$ cat src/pkg/rlsc_pkg.sv
// Constants and carriers for the wakeup timer and brownout control block.
// Assumes a single 25 MHz system clock and an 8-bit register port.
`default_nettype none
package rlsc_pkg;
    localparam int unsigned CLK_HZ = 25000000;
    localparam int unsigned SLOW_HZ = 1000;
    localparam int unsigned FAST_HZ = 32768;
    localparam logic [3:0] ADDR_WAKEUP = 4'h0;
    localparam logic [3:0] ADDR_BROWNOUT = 4'h1;
    localparam logic [3:0] ADDR_IRQ_STATUS = 4'h2;
    localparam logic [3:0] ADDR_IRQ_MASK = 4'h3;
    localparam int unsigned B_FLAG = 7;
    localparam int unsigned B_ACK = 6;
    localparam int unsigned B_CLKSEL = 5;
    localparam int unsigned B_WIRQEN = 4;
    localparam int unsigned B_BIRQEN = 5;
    localparam int unsigned B_RSTEN = 4;
    localparam int unsigned B_STOPEN = 3;
    localparam int unsigned B_MASTER = 2;
    localparam int unsigned B_BGBUF = 0;
    localparam logic [7:0] WAKEUP_RESET = 8'h00;
    localparam logic [7:0] BROWNOUT_RESET = 8'h00;
    localparam logic [1:0] IRQ_WAKEUP = 2'h1;
    localparam logic [1:0] IRQ_BROWNOUT = 2'h2;
    localparam logic [2:0] PERIOD_OFF = 3'h0;
    localparam int unsigned COUNT_W_MIN = 16;
    localparam logic [15:0] SLOW_LEN_1 = 16'h0008;
    localparam logic [15:0] SLOW_LEN_2 = 16'h0020;
    localparam logic [15:0] SLOW_LEN_3 = 16'h0040;
    localparam logic [15:0] SLOW_LEN_4 = 16'h0080;
    localparam logic [15:0] SLOW_LEN_5 = 16'h0100;
    localparam logic [15:0] SLOW_LEN_6 = 16'h0200;
    localparam logic [15:0] SLOW_LEN_7 = 16'h0400;
    localparam logic [15:0] FAST_LEN_1 = 16'h0100;
    localparam logic [15:0] FAST_LEN_2 = 16'h0400;
    localparam logic [15:0] FAST_LEN_3 = 16'h0800;
    localparam logic [15:0] FAST_LEN_4 = 16'h1000;
    localparam logic [15:0] FAST_LEN_5 = 16'h2000;
    localparam logic [15:0] FAST_LEN_6 = 16'h4000;
    localparam logic [15:0] FAST_LEN_7 = 16'h8000;

    typedef struct packed {
        logic [3:0] addr;
        logic [7:0] wdata;
        logic wr;
        logic rd;
    } rlsc_bus_s;
endpackage : rlsc_pkg
`default_nettype wire
$ cat src/logic/rlsc_top.sv
// Periodic wakeup timer and brownout detect control registers.
// Assumes the tick and detect inputs come from other clock domains.
// Assumes the register port strobes are one cycle and never overlap.
//
// Summary of operation
// - Timeout sets read-only flag bit seven.
// - Writing one to bit six clears flag.
// - Bit five selects timer counting source.
// - Bit four gates wakeup interrupt requests.
// - Period code zero disables, else 8ms-1.024s.
// - Fast source periods 256 to 32768 ticks.
// - First timeout may be up to one tick early, or sooner after a period change.
// - Detect sets brownout flag when master enabled.
// - Writing one to bit six clears brownout.
// - Bit five enables brownout interrupt request.
// - Write-once reset enable forces system reset.
// - Bit three keeps detection during stop.
// - Write-once master enable qualifies brownout logic.
// - Bit zero enables bandgap buffer.
// - Write-once bits take first write only.
//
// Design decisions made here: the address map and the plain strobed port.
`default_nettype none
module rlsc_top #(
    parameter int unsigned COUNT_W = 16
) (
    input wire logic ref_clk,
    input wire logic rst,
    input wire rlsc_pkg::rlsc_bus_s bus,
    output logic [7:0] rdata,
    input wire logic slow_tick_in,
    input wire logic fast_tick_in,
    input wire logic brownout_in,
    input wire logic stop_mode,
    output logic wakeup_irq,
    output logic brownout_irq,
    output logic irq,
    output logic brownout_reset_req,
    output logic bandgap_buffer_enable,
    output logic brownout_stop_active
);
    // ------------------------------------------------------------
    // Input synchronisers and edge detection
    // ------------------------------------------------------------
    logic [1:0] slow_sync;
    logic [1:0] fast_sync;
    logic [1:0] bo_sync;
    logic slow_last;
    logic fast_last;

    // Two flops per pin; only the second flop feeds any logic, so a
    // metastable first stage never reaches the counters.
    always_ff @(posedge ref_clk or posedge rst)
    begin
        if (rst)
        begin
            slow_sync <= 2'h0;
            slow_last <= 1'b0;
        end
        else
        begin
            slow_sync <= {slow_sync[0], slow_tick_in};
            slow_last <= slow_sync[1];
        end
    end

    always_ff @(posedge ref_clk or posedge rst)
    begin
        if (rst)
        begin
            fast_sync <= 2'h0;
            fast_last <= 1'b0;
        end
        else
        begin
            fast_sync <= {fast_sync[0], fast_tick_in};
            fast_last <= fast_sync[1];
        end
    end

    // The brownout pin is a level, so no edge memory is kept for it.
    always_ff @(posedge ref_clk or posedge rst)
    begin
        if (rst)
            bo_sync <= 2'h0;
        else
            bo_sync <= {bo_sync[0], brownout_in};
    end

    // ------------------------------------------------------------
    // Parameter check
    // ------------------------------------------------------------
    if (COUNT_W < rlsc_pkg::COUNT_W_MIN)
    begin : g_count_w_check
        $error("COUNT_W is too narrow for the longest period");
    end

    // ------------------------------------------------------------
    // Register state
    // ------------------------------------------------------------
    logic wakeup_timeout_flag;
    logic wakeup_clock_select;
    logic wakeup_irq_enable;
    logic [2:0] wakeup_period_select;
    logic brownout_flag;
    logic brownout_irq_enable;
    logic brownout_reset_enable;
    logic brownout_stop_enable;
    logic brownout_master_enable;
    logic bgbuf;
    logic once_done;
    logic [1:0] irq_status;
    logic [1:0] irq_mask;
    logic [COUNT_W-1:0] tick_count;
    logic [COUNT_W-1:0] period_end;
    logic timeout;
    logic tick;

    // Every register uses the same write decode.
    function automatic logic is_write(input rlsc_pkg::rlsc_bus_s b,
                                      input logic [3:0] a);
        return b.wr && b.addr == a;
    endfunction : is_write

    wire wr_wake = is_write(bus, rlsc_pkg::ADDR_WAKEUP);
    wire wr_bo = is_write(bus, rlsc_pkg::ADDR_BROWNOUT);
    // Both sources count rising edges; the slow tick is one kHz.
    assign tick = wakeup_clock_select ? (fast_sync[1] & ~fast_last)
                                      : (slow_sync[1] & ~slow_last);

    // Slow periods in 1 ms ticks and fast periods in fast ticks.
    function automatic logic [15:0] period_len(input logic [2:0] code,
                                              input logic fast);
        logic [15:0] s;
        logic [15:0] f;
        s = 16'h0000;
        f = 16'h0000;
        unique case (code)
            3'h1:
            begin
                s = rlsc_pkg::SLOW_LEN_1;
                f = rlsc_pkg::FAST_LEN_1;
            end
            3'h2:
            begin
                s = rlsc_pkg::SLOW_LEN_2;
                f = rlsc_pkg::FAST_LEN_2;
            end
            3'h3:
            begin
                s = rlsc_pkg::SLOW_LEN_3;
                f = rlsc_pkg::FAST_LEN_3;
            end
            3'h4:
            begin
                s = rlsc_pkg::SLOW_LEN_4;
                f = rlsc_pkg::FAST_LEN_4;
            end
            3'h5:
            begin
                s = rlsc_pkg::SLOW_LEN_5;
                f = rlsc_pkg::FAST_LEN_5;
            end
            3'h6:
            begin
                s = rlsc_pkg::SLOW_LEN_6;
                f = rlsc_pkg::FAST_LEN_6;
            end
            3'h7:
            begin
                s = rlsc_pkg::SLOW_LEN_7;
                f = rlsc_pkg::FAST_LEN_7;
            end
            default:
            begin
                s = 16'h0000;
                f = 16'h0000;
            end
        endcase
        return fast ? f : s;
    endfunction : period_len

    // ------------------------------------------------------------
    // Periodic timer
    // ------------------------------------------------------------
    // The count is cleared only at code zero and at timeout, not when
    // the period changes between nonzero codes, so the first timeout after
    // such a change can come on the next tick; started from code zero it can
    // be up to one tick short.
    assign period_end = COUNT_W'(period_len(wakeup_period_select,
                                            wakeup_clock_select));
    assign timeout = tick && wakeup_period_select != rlsc_pkg::PERIOD_OFF
        && tick_count + COUNT_W'(1) >= period_end;
    always_ff @(posedge ref_clk or posedge rst)
    begin
        if (rst)
            tick_count <= '0;
        else if (wakeup_period_select == rlsc_pkg::PERIOD_OFF)
            tick_count <= '0;
        else if (timeout)
            tick_count <= '0;
        else if (tick)
            tick_count <= tick_count + COUNT_W'(1);
    end

    // Set wins over the ack, so a timeout in the ack cycle is not lost.

    always_ff @(posedge ref_clk or posedge rst)
    begin
        if (rst)
            wakeup_timeout_flag <= 1'b0;
        else if (timeout)
            wakeup_timeout_flag <= 1'b1;
        else if (wr_wake && bus.wdata[rlsc_pkg::B_ACK])
            wakeup_timeout_flag <= 1'b0;
    end

    always_ff @(posedge ref_clk or posedge rst)
    begin
        if (rst)
        begin
            wakeup_clock_select <= rlsc_pkg::WAKEUP_RESET[rlsc_pkg::B_CLKSEL];
            wakeup_irq_enable <= rlsc_pkg::WAKEUP_RESET[rlsc_pkg::B_WIRQEN];
            wakeup_period_select <= rlsc_pkg::WAKEUP_RESET[2:0];
        end
        else if (wr_wake)
        begin
            wakeup_clock_select <= bus.wdata[rlsc_pkg::B_CLKSEL];
            wakeup_irq_enable <= bus.wdata[rlsc_pkg::B_WIRQEN];
            wakeup_period_select <= bus.wdata[2:0];
        end
    end

    // ------------------------------------------------------------
    // Brownout control
    // ------------------------------------------------------------
    // Detection in stop mode is suppressed unless the stop enable is set.
    wire bo_event = bo_sync[1] && brownout_master_enable
        && (!stop_mode || brownout_stop_enable);
    always_ff @(posedge ref_clk or posedge rst)
    begin
        if (rst)
            brownout_flag <= 1'b0;
        else if (bo_event)
            brownout_flag <= 1'b1;
        else if (wr_bo && bus.wdata[rlsc_pkg::B_ACK])
            brownout_flag <= 1'b0;
    end

    // Bit one is reserved and is never stored.
    always_ff @(posedge ref_clk or posedge rst)
    begin
        if (rst)
        begin
            brownout_irq_enable <= rlsc_pkg::BROWNOUT_RESET[rlsc_pkg::B_BIRQEN];
            brownout_stop_enable <= rlsc_pkg::BROWNOUT_RESET[rlsc_pkg::B_STOPEN];
            bgbuf <= rlsc_pkg::BROWNOUT_RESET[rlsc_pkg::B_BGBUF];
        end
        else if (wr_bo)
        begin
            brownout_irq_enable <= bus.wdata[rlsc_pkg::B_BIRQEN];
            brownout_stop_enable <= bus.wdata[rlsc_pkg::B_STOPEN];
            bgbuf <= bus.wdata[rlsc_pkg::B_BGBUF];
        end
    end

    // One flag guards both write-once bits: any first write, even of
    // zeros, locks them until the next reset.
    always_ff @(posedge ref_clk or posedge rst)
    begin
        if (rst)
        begin
            brownout_reset_enable <= rlsc_pkg::BROWNOUT_RESET[rlsc_pkg::B_RSTEN];
            brownout_master_enable <=
                rlsc_pkg::BROWNOUT_RESET[rlsc_pkg::B_MASTER];
            once_done <= 1'b0;
        end
        else if (wr_bo && !once_done)
        begin
            brownout_reset_enable <= bus.wdata[rlsc_pkg::B_RSTEN];
            brownout_master_enable <= bus.wdata[rlsc_pkg::B_MASTER];
            once_done <= 1'b1;
        end
    end

    // ------------------------------------------------------------
    // Interrupt status and mask
    // ------------------------------------------------------------
    // A status bit rises on the cycle its event starts; a clear in the
    // same cycle loses, so no event is missed.
    wire wr_st = is_write(bus, rlsc_pkg::ADDR_IRQ_STATUS);
    wire [1:0] ev = {bo_event & ~brownout_flag, timeout};
    always_ff @(posedge ref_clk or posedge rst)
    begin
        if (rst)
            irq_status <= 2'h0;
        else
            irq_status <= ev | (irq_status & ~(wr_st ? bus.wdata[1:0] : 2'h0));
    end

    always_ff @(posedge ref_clk or posedge rst)
    begin
        if (rst)
            irq_mask <= 2'h0;
        else if (is_write(bus, rlsc_pkg::ADDR_IRQ_MASK))
            irq_mask <= bus.wdata[1:0];
    end

    // ------------------------------------------------------------
    // Outputs and read port
    // ------------------------------------------------------------
    always_ff @(posedge ref_clk or posedge rst)
    begin
        if (rst)
        begin
            wakeup_irq <= 1'b0;
            irq <= 1'b0;
        end
        else
        begin
            wakeup_irq <= wakeup_timeout_flag && wakeup_irq_enable;
            irq <= |(irq_status & irq_mask);
        end
    end

    always_ff @(posedge ref_clk or posedge rst)
    begin
        if (rst)
        begin
            brownout_irq <= 1'b0;
            brownout_reset_req <= 1'b0;
            bandgap_buffer_enable <= 1'b0;
            brownout_stop_active <= 1'b0;
        end
        else
        begin
            brownout_irq <= brownout_flag && brownout_irq_enable;
            brownout_reset_req <= brownout_flag && brownout_reset_enable
                && brownout_master_enable;
            bandgap_buffer_enable <= bgbuf;
            brownout_stop_active <= brownout_master_enable
                && brownout_stop_enable;
        end
    end

    // Read data is zero outside the answer cycle, so a stale value is
    // never mistaken for a fresh answer.
    always_ff @(posedge ref_clk or posedge rst)
    begin
        if (rst)
            rdata <= 8'h00;
        else if (bus.rd)
        begin
            unique case (bus.addr)
                rlsc_pkg::ADDR_WAKEUP:
                    rdata <= {wakeup_timeout_flag, 1'b0, wakeup_clock_select,
                              wakeup_irq_enable, 1'b0, wakeup_period_select};
                rlsc_pkg::ADDR_BROWNOUT:
                    rdata <= {brownout_flag, 1'b0, brownout_irq_enable,
                              brownout_reset_enable, brownout_stop_enable,
                              brownout_master_enable, 1'b0, bgbuf};
                rlsc_pkg::ADDR_IRQ_STATUS: rdata <= {6'h00, irq_status};
                rlsc_pkg::ADDR_IRQ_MASK: rdata <= {6'h00, irq_mask};
                default: rdata <= 8'h00;
            endcase
        end
        else
            rdata <= 8'h00;
    end
endmodule : rlsc_top
`default_nettype wire

$ cat config.mk
export PLATFORM = sky130hd
export DESIGN_NAME = rlsc_top
export DESIGN_NICKNAME = d
export VERILOG_FILES = /design/src/pkg/rlsc_pkg.sv /design/src/logic/rlsc_top.sv
export SDC_FILE = /design/constraint.sdc
export NUM_CORES = 1
export LEC_CHECK = 0
export CORE_ASPECT_RATIO = 1.25
export CORE_MARGIN = 3
export CORE_UTILIZATION = 50
export CTS_BUF_LIST = sky130_fd_sc_hd__clkbuf_4 sky130_fd_sc_hd__clkbuf_8
export DETAILED_ROUTE_END_ITERATION = 6
export DONT_BUFFER_PORTS = 1
export PLACE_DENSITY_LB_ADDON = 0.1
export SETUP_SLACK_MARGIN = 0.3
export SYNTH_ARGS = -nofsm -noshare
export SYNTH_HDL_FRONTEND = slang
export SYNTH_SLANG_ARGS = --single-unit
export TNS_END_PERCENT = 1
$ cat constraint.sdc
create_clock -name ref_clk -period 6.72 [get_ports ref_clk]
set_clock_uncertainty 0.05 [all_clocks]
set_input_delay 1.344 -clock ref_clk [delete_from_list [all_inputs] [get_ports ref_clk]]
set_output_delay 1.344 -clock ref_clk [all_outputs]
set_load 0.02 [all_outputs]
==> flow_metrics.tcl <==
set metrics [dict create \
    period_minus_slack_ns 3.606 \
    hold_ws_ns 0.3109 \
    avgSynthCellArea_sq_um 10.48 \
    hold_violations 0 \
    grt_max_degree 55 \
    ant_nets 0 \
    synth-async-reset-ratio_pct 100.0 \
    core_area_sq_mm 0.005818 \
    worst_ep_arrival_time_ns 3.77 \
    antennaDiodeCount 0 \
    holdPathStages 0 \
    reg2reg_slack_ns 3.11 \
    ir_drop_v 0.0001399 \
    synth_compound_area_share_pct 10.03 \
    start_kind "register" \
    synth_flop_cell "dfrtp_1" \
    path_clk_slew_ns 0.09 \
    pin_count 34 \
    fin_tns_setup_ns 0 \
    synth_top_cell_by_area "dfrtp_1" \
    yosys.cell_types.count 61 \
    gp_congestion 0.7979 \
    totalWireLength_microns 5982 \
    dieArea_sq_mm 0.007012 \
    fp.dieH_microns 92.88 \
    finalCritPeriodShare_pct 53.66 \
    endpoint_kind "register" \
    wl_per_cell_microns 17.04 \
    max_cap_viol_count 0 \
    numClockSinks 54 \
    syn_to_final_growth_pct 4.517 \
    dp.cells 343 \
    cts_tree "built" \
    cts_max_level 2 \
    final_area_sq_mm 0.003156 \
    antenna_found_initial 0 \
    io_buffers 0 \
    insertion_delay_ns 0.30 \
    cts_setup_buffers 0 \
    max_slew_margin_pct 33.91 \
    fillerInstances 541 \
    p_leak_nw 1.358 \
    netlist.area_leader.share_pct 44.76 \
    grt_pass1_vias 2141 \
    drive_above_1_share_pct 15.44 \
    hold_path_class "reg2reg" \
    viasPerCell 5.926 \
    syn_area_sq_mm 0.003019 \
    cts.hold.buffers_added 0 \
    path_max_fanout 12 \
    clockRootBuffer "clkbuf_8" \
    drc 0 \
    final_nets 317 \
    num_rows 31 \
    dpl_cell_area_sq_mm 0.003013 \
    dp_hpwl_microns 4256 \
    criticalPathCategory "reg2reg" \
    cts-resized-gates 0 \
    synth_xor_area_share_pct 4.061 \
    grt.total_usage_pct 19.15 \
    initial_utilization_pct 51.89 \
    grt_pass1_wl_microns 10230 \
    dr.pass1.iters 4 \
    synth_seq_cells 54 \
    numCtsBuffers 5 \
    syn_inst 288 \
    first_iter_violations 139 \
    synth-adder-area-share_pct 5.387 \
    overflow 0 \
    die_x_microns 75.50 \
    p_total_w 0.0008629 \
    finalSetupViolations 0 \
    synthMuxAreaShare_pct 7.252 \
    worst_pin_slew_ns 0.9878 \
    final_cells 351 \
    drv_slew 0 \
    max_freq_mhz 277.3 \
    yosysSeqAreaShare_pct 44.76 \
    synth_top_family_by_area "simple AND/OR/NAND/NOR gates" \
    reg2reg_depth 10 \
    p_per_area_mw_per_mm2 273.4 \
    cp.required_ns 6.88 \
    status "complete, no violations" \
    synth_edf_count 0 \
    rsz0062_at_grt "no" \
    yosysWarnings 0 \
    synth.net_count 321 \
    synthSimpleGateAreaFrac_pct 24.33 \
    synth_area_leaders "dfrtp_1 (45%), ha_1 (5.4%), mux2_2 (4.8%), nand2_1 (3.9%), xnor2_1 (2.6%)" \
    cts_buffer_depth 2 \
    via_count 2080 \
]
-- synth_stat cells, drive strengths merged, types with 2 or more instances --
cell and count:
a211oi 4, a21oi 14, a22o 3, a31oi 4, and2 7, and3 2
and4 3, buf 7, clkbuf 6, dfrtp 54, ha 13, inv 5
mux2 13, mux2i 5, nand2 32, nand2b 2, nand3 15, nand3b 2
nand4 13, nor2 21, nor2b 4, nor3 11, nor3b 2, nor4 2
o211ai 2, o21ai 7, o31ai 2, or2 2, or3 3, or4 2
xnor2 9, xor2 5
-- final cells by class --
type	count	area (sq um)	share of cell area (%)
clock buffers	6	82.58	2.617
flip-flops and latches	54	1351	42.82
inverters	5	18.77	0.5948
multi-input cells	216	1545	48.97
clock inverters	2	60.06	1.903
repair buffers	2	15.01	0.4758
well taps	66	82.58	2.617
-- cells in the final DEF (no fill, tap or decap), types with 2 or more instances in the layout --
master and n:
nand3_2 2, nor3_1 8, mux2i_1 5, or3_2 2
mux2_2 13, nor2b_1 4, nand4_1 11, a31oi_1 2
a21oi_1 14, clkbuf_8 6, nand3b_1 2, nand2_1 31
and2_1 7, a31oi_4 2, nand2b_1 2, and3_1 2
o31ai_1 2, dfrtp_1 54, a22o_1 3, xor2_1 5
buf_4 2, nor3_2 2, and4_1 2, nor2_1 20
ha_1 13, nor3b_1 2, nand3_1 13, inv_1 4
o21ai_0 7, bufinv_16 2, o211ai_1 2, a211oi_1 3
xnor2_1 9
-- worst paths after layout --
check                                           from                                   to
max in group asynchronous                        rst  wakeup_period_select[0]$_DFFE_PP0P_
min                           slow_sync[0]$_DFF_PP0_               slow_sync[1]$_DFF_PP0_
max                        tick_count[3]$_DFFE_PP0P_            tick_count[4]$_DFFE_PP0P_
min in group asynchronous                        rst                  slow_last$_DFF_PP0_
min reg2reg                   slow_sync[0]$_DFF_PP0_               slow_sync[1]$_DFF_PP0_
max reg2reg                tick_count[3]$_DFFE_PP0P_            tick_count[4]$_DFFE_PP0P_
-- power breakdown --
part / total (W) / internal (W) / switching (W)
clock: 0.000261 / 0.000159 / 0.000102
combinational: 0.000167 / 0.0000719 / 0.0000950
sequential: 0.000435 / 0.000372 / 0.0000626
total: 0.000863 / 0.000603 / 0.000260
-- stage by stage --
| stage | utilization, % | setup slack, ns |
|---|---|---|
| 3_3_place_gp | 51.78 | 3.115 |
| 5_1_grt | 54.24 | 2.806 |
| 3_5_place_dp | 51.78 | 3.151 |
| 6_report | 54.24 | 3.114 |
| 4_1_cts | 54.24 | 3.107 |
| 2_1_floorplan | - | 3.958 |
-- worst max-delay path, cell delays in order (launching register included) --
cell and delay [ns]:
dfrtp_1 0.51, nand2_1 0.22, nor4_4 0.47, nand2_1 0.12, xnor2_1 0.15, ha_1 0.33
a211oi_1 0.24, nor2_1 0.07, nor2_1 0.75, a31oi_4 0.30, nor4_1 0.31
-- routing by layer --
layer  global-route usage, %  vias to the layer above  wire length (microns)
met5                       0                        -                      0
met4                   5.831                        0                     99
met3                   3.040                        9                    164
met2                   31.92                       31                   3016
met1                   25.09                     1009                   2701
li1                        -                     1031                      -
-- cell families after synthesis --
family	after synthesis
adder cells (fa/ha/maj)	13
XOR/XNOR	14
buffers and inverters	18
AND/OR/NAND/NOR	127
other	1
flip-flops	54
AO/OA/AOI/OAI	42
multiplexers	19
-- registers in the layout (all words and copies together) (netlist names), 2 cells and up --
| name | cells |
|---|---|
| bo_sync | 2 |
| fast_sync | 2 |
| irq_mask | 2 |
| irq_status | 2 |
| rdata | 7 |
| slow_sync | 2 |
| tick_count | 16 |
| wakeup_period_select | 3 |
(Power assumes the default switching activity.)
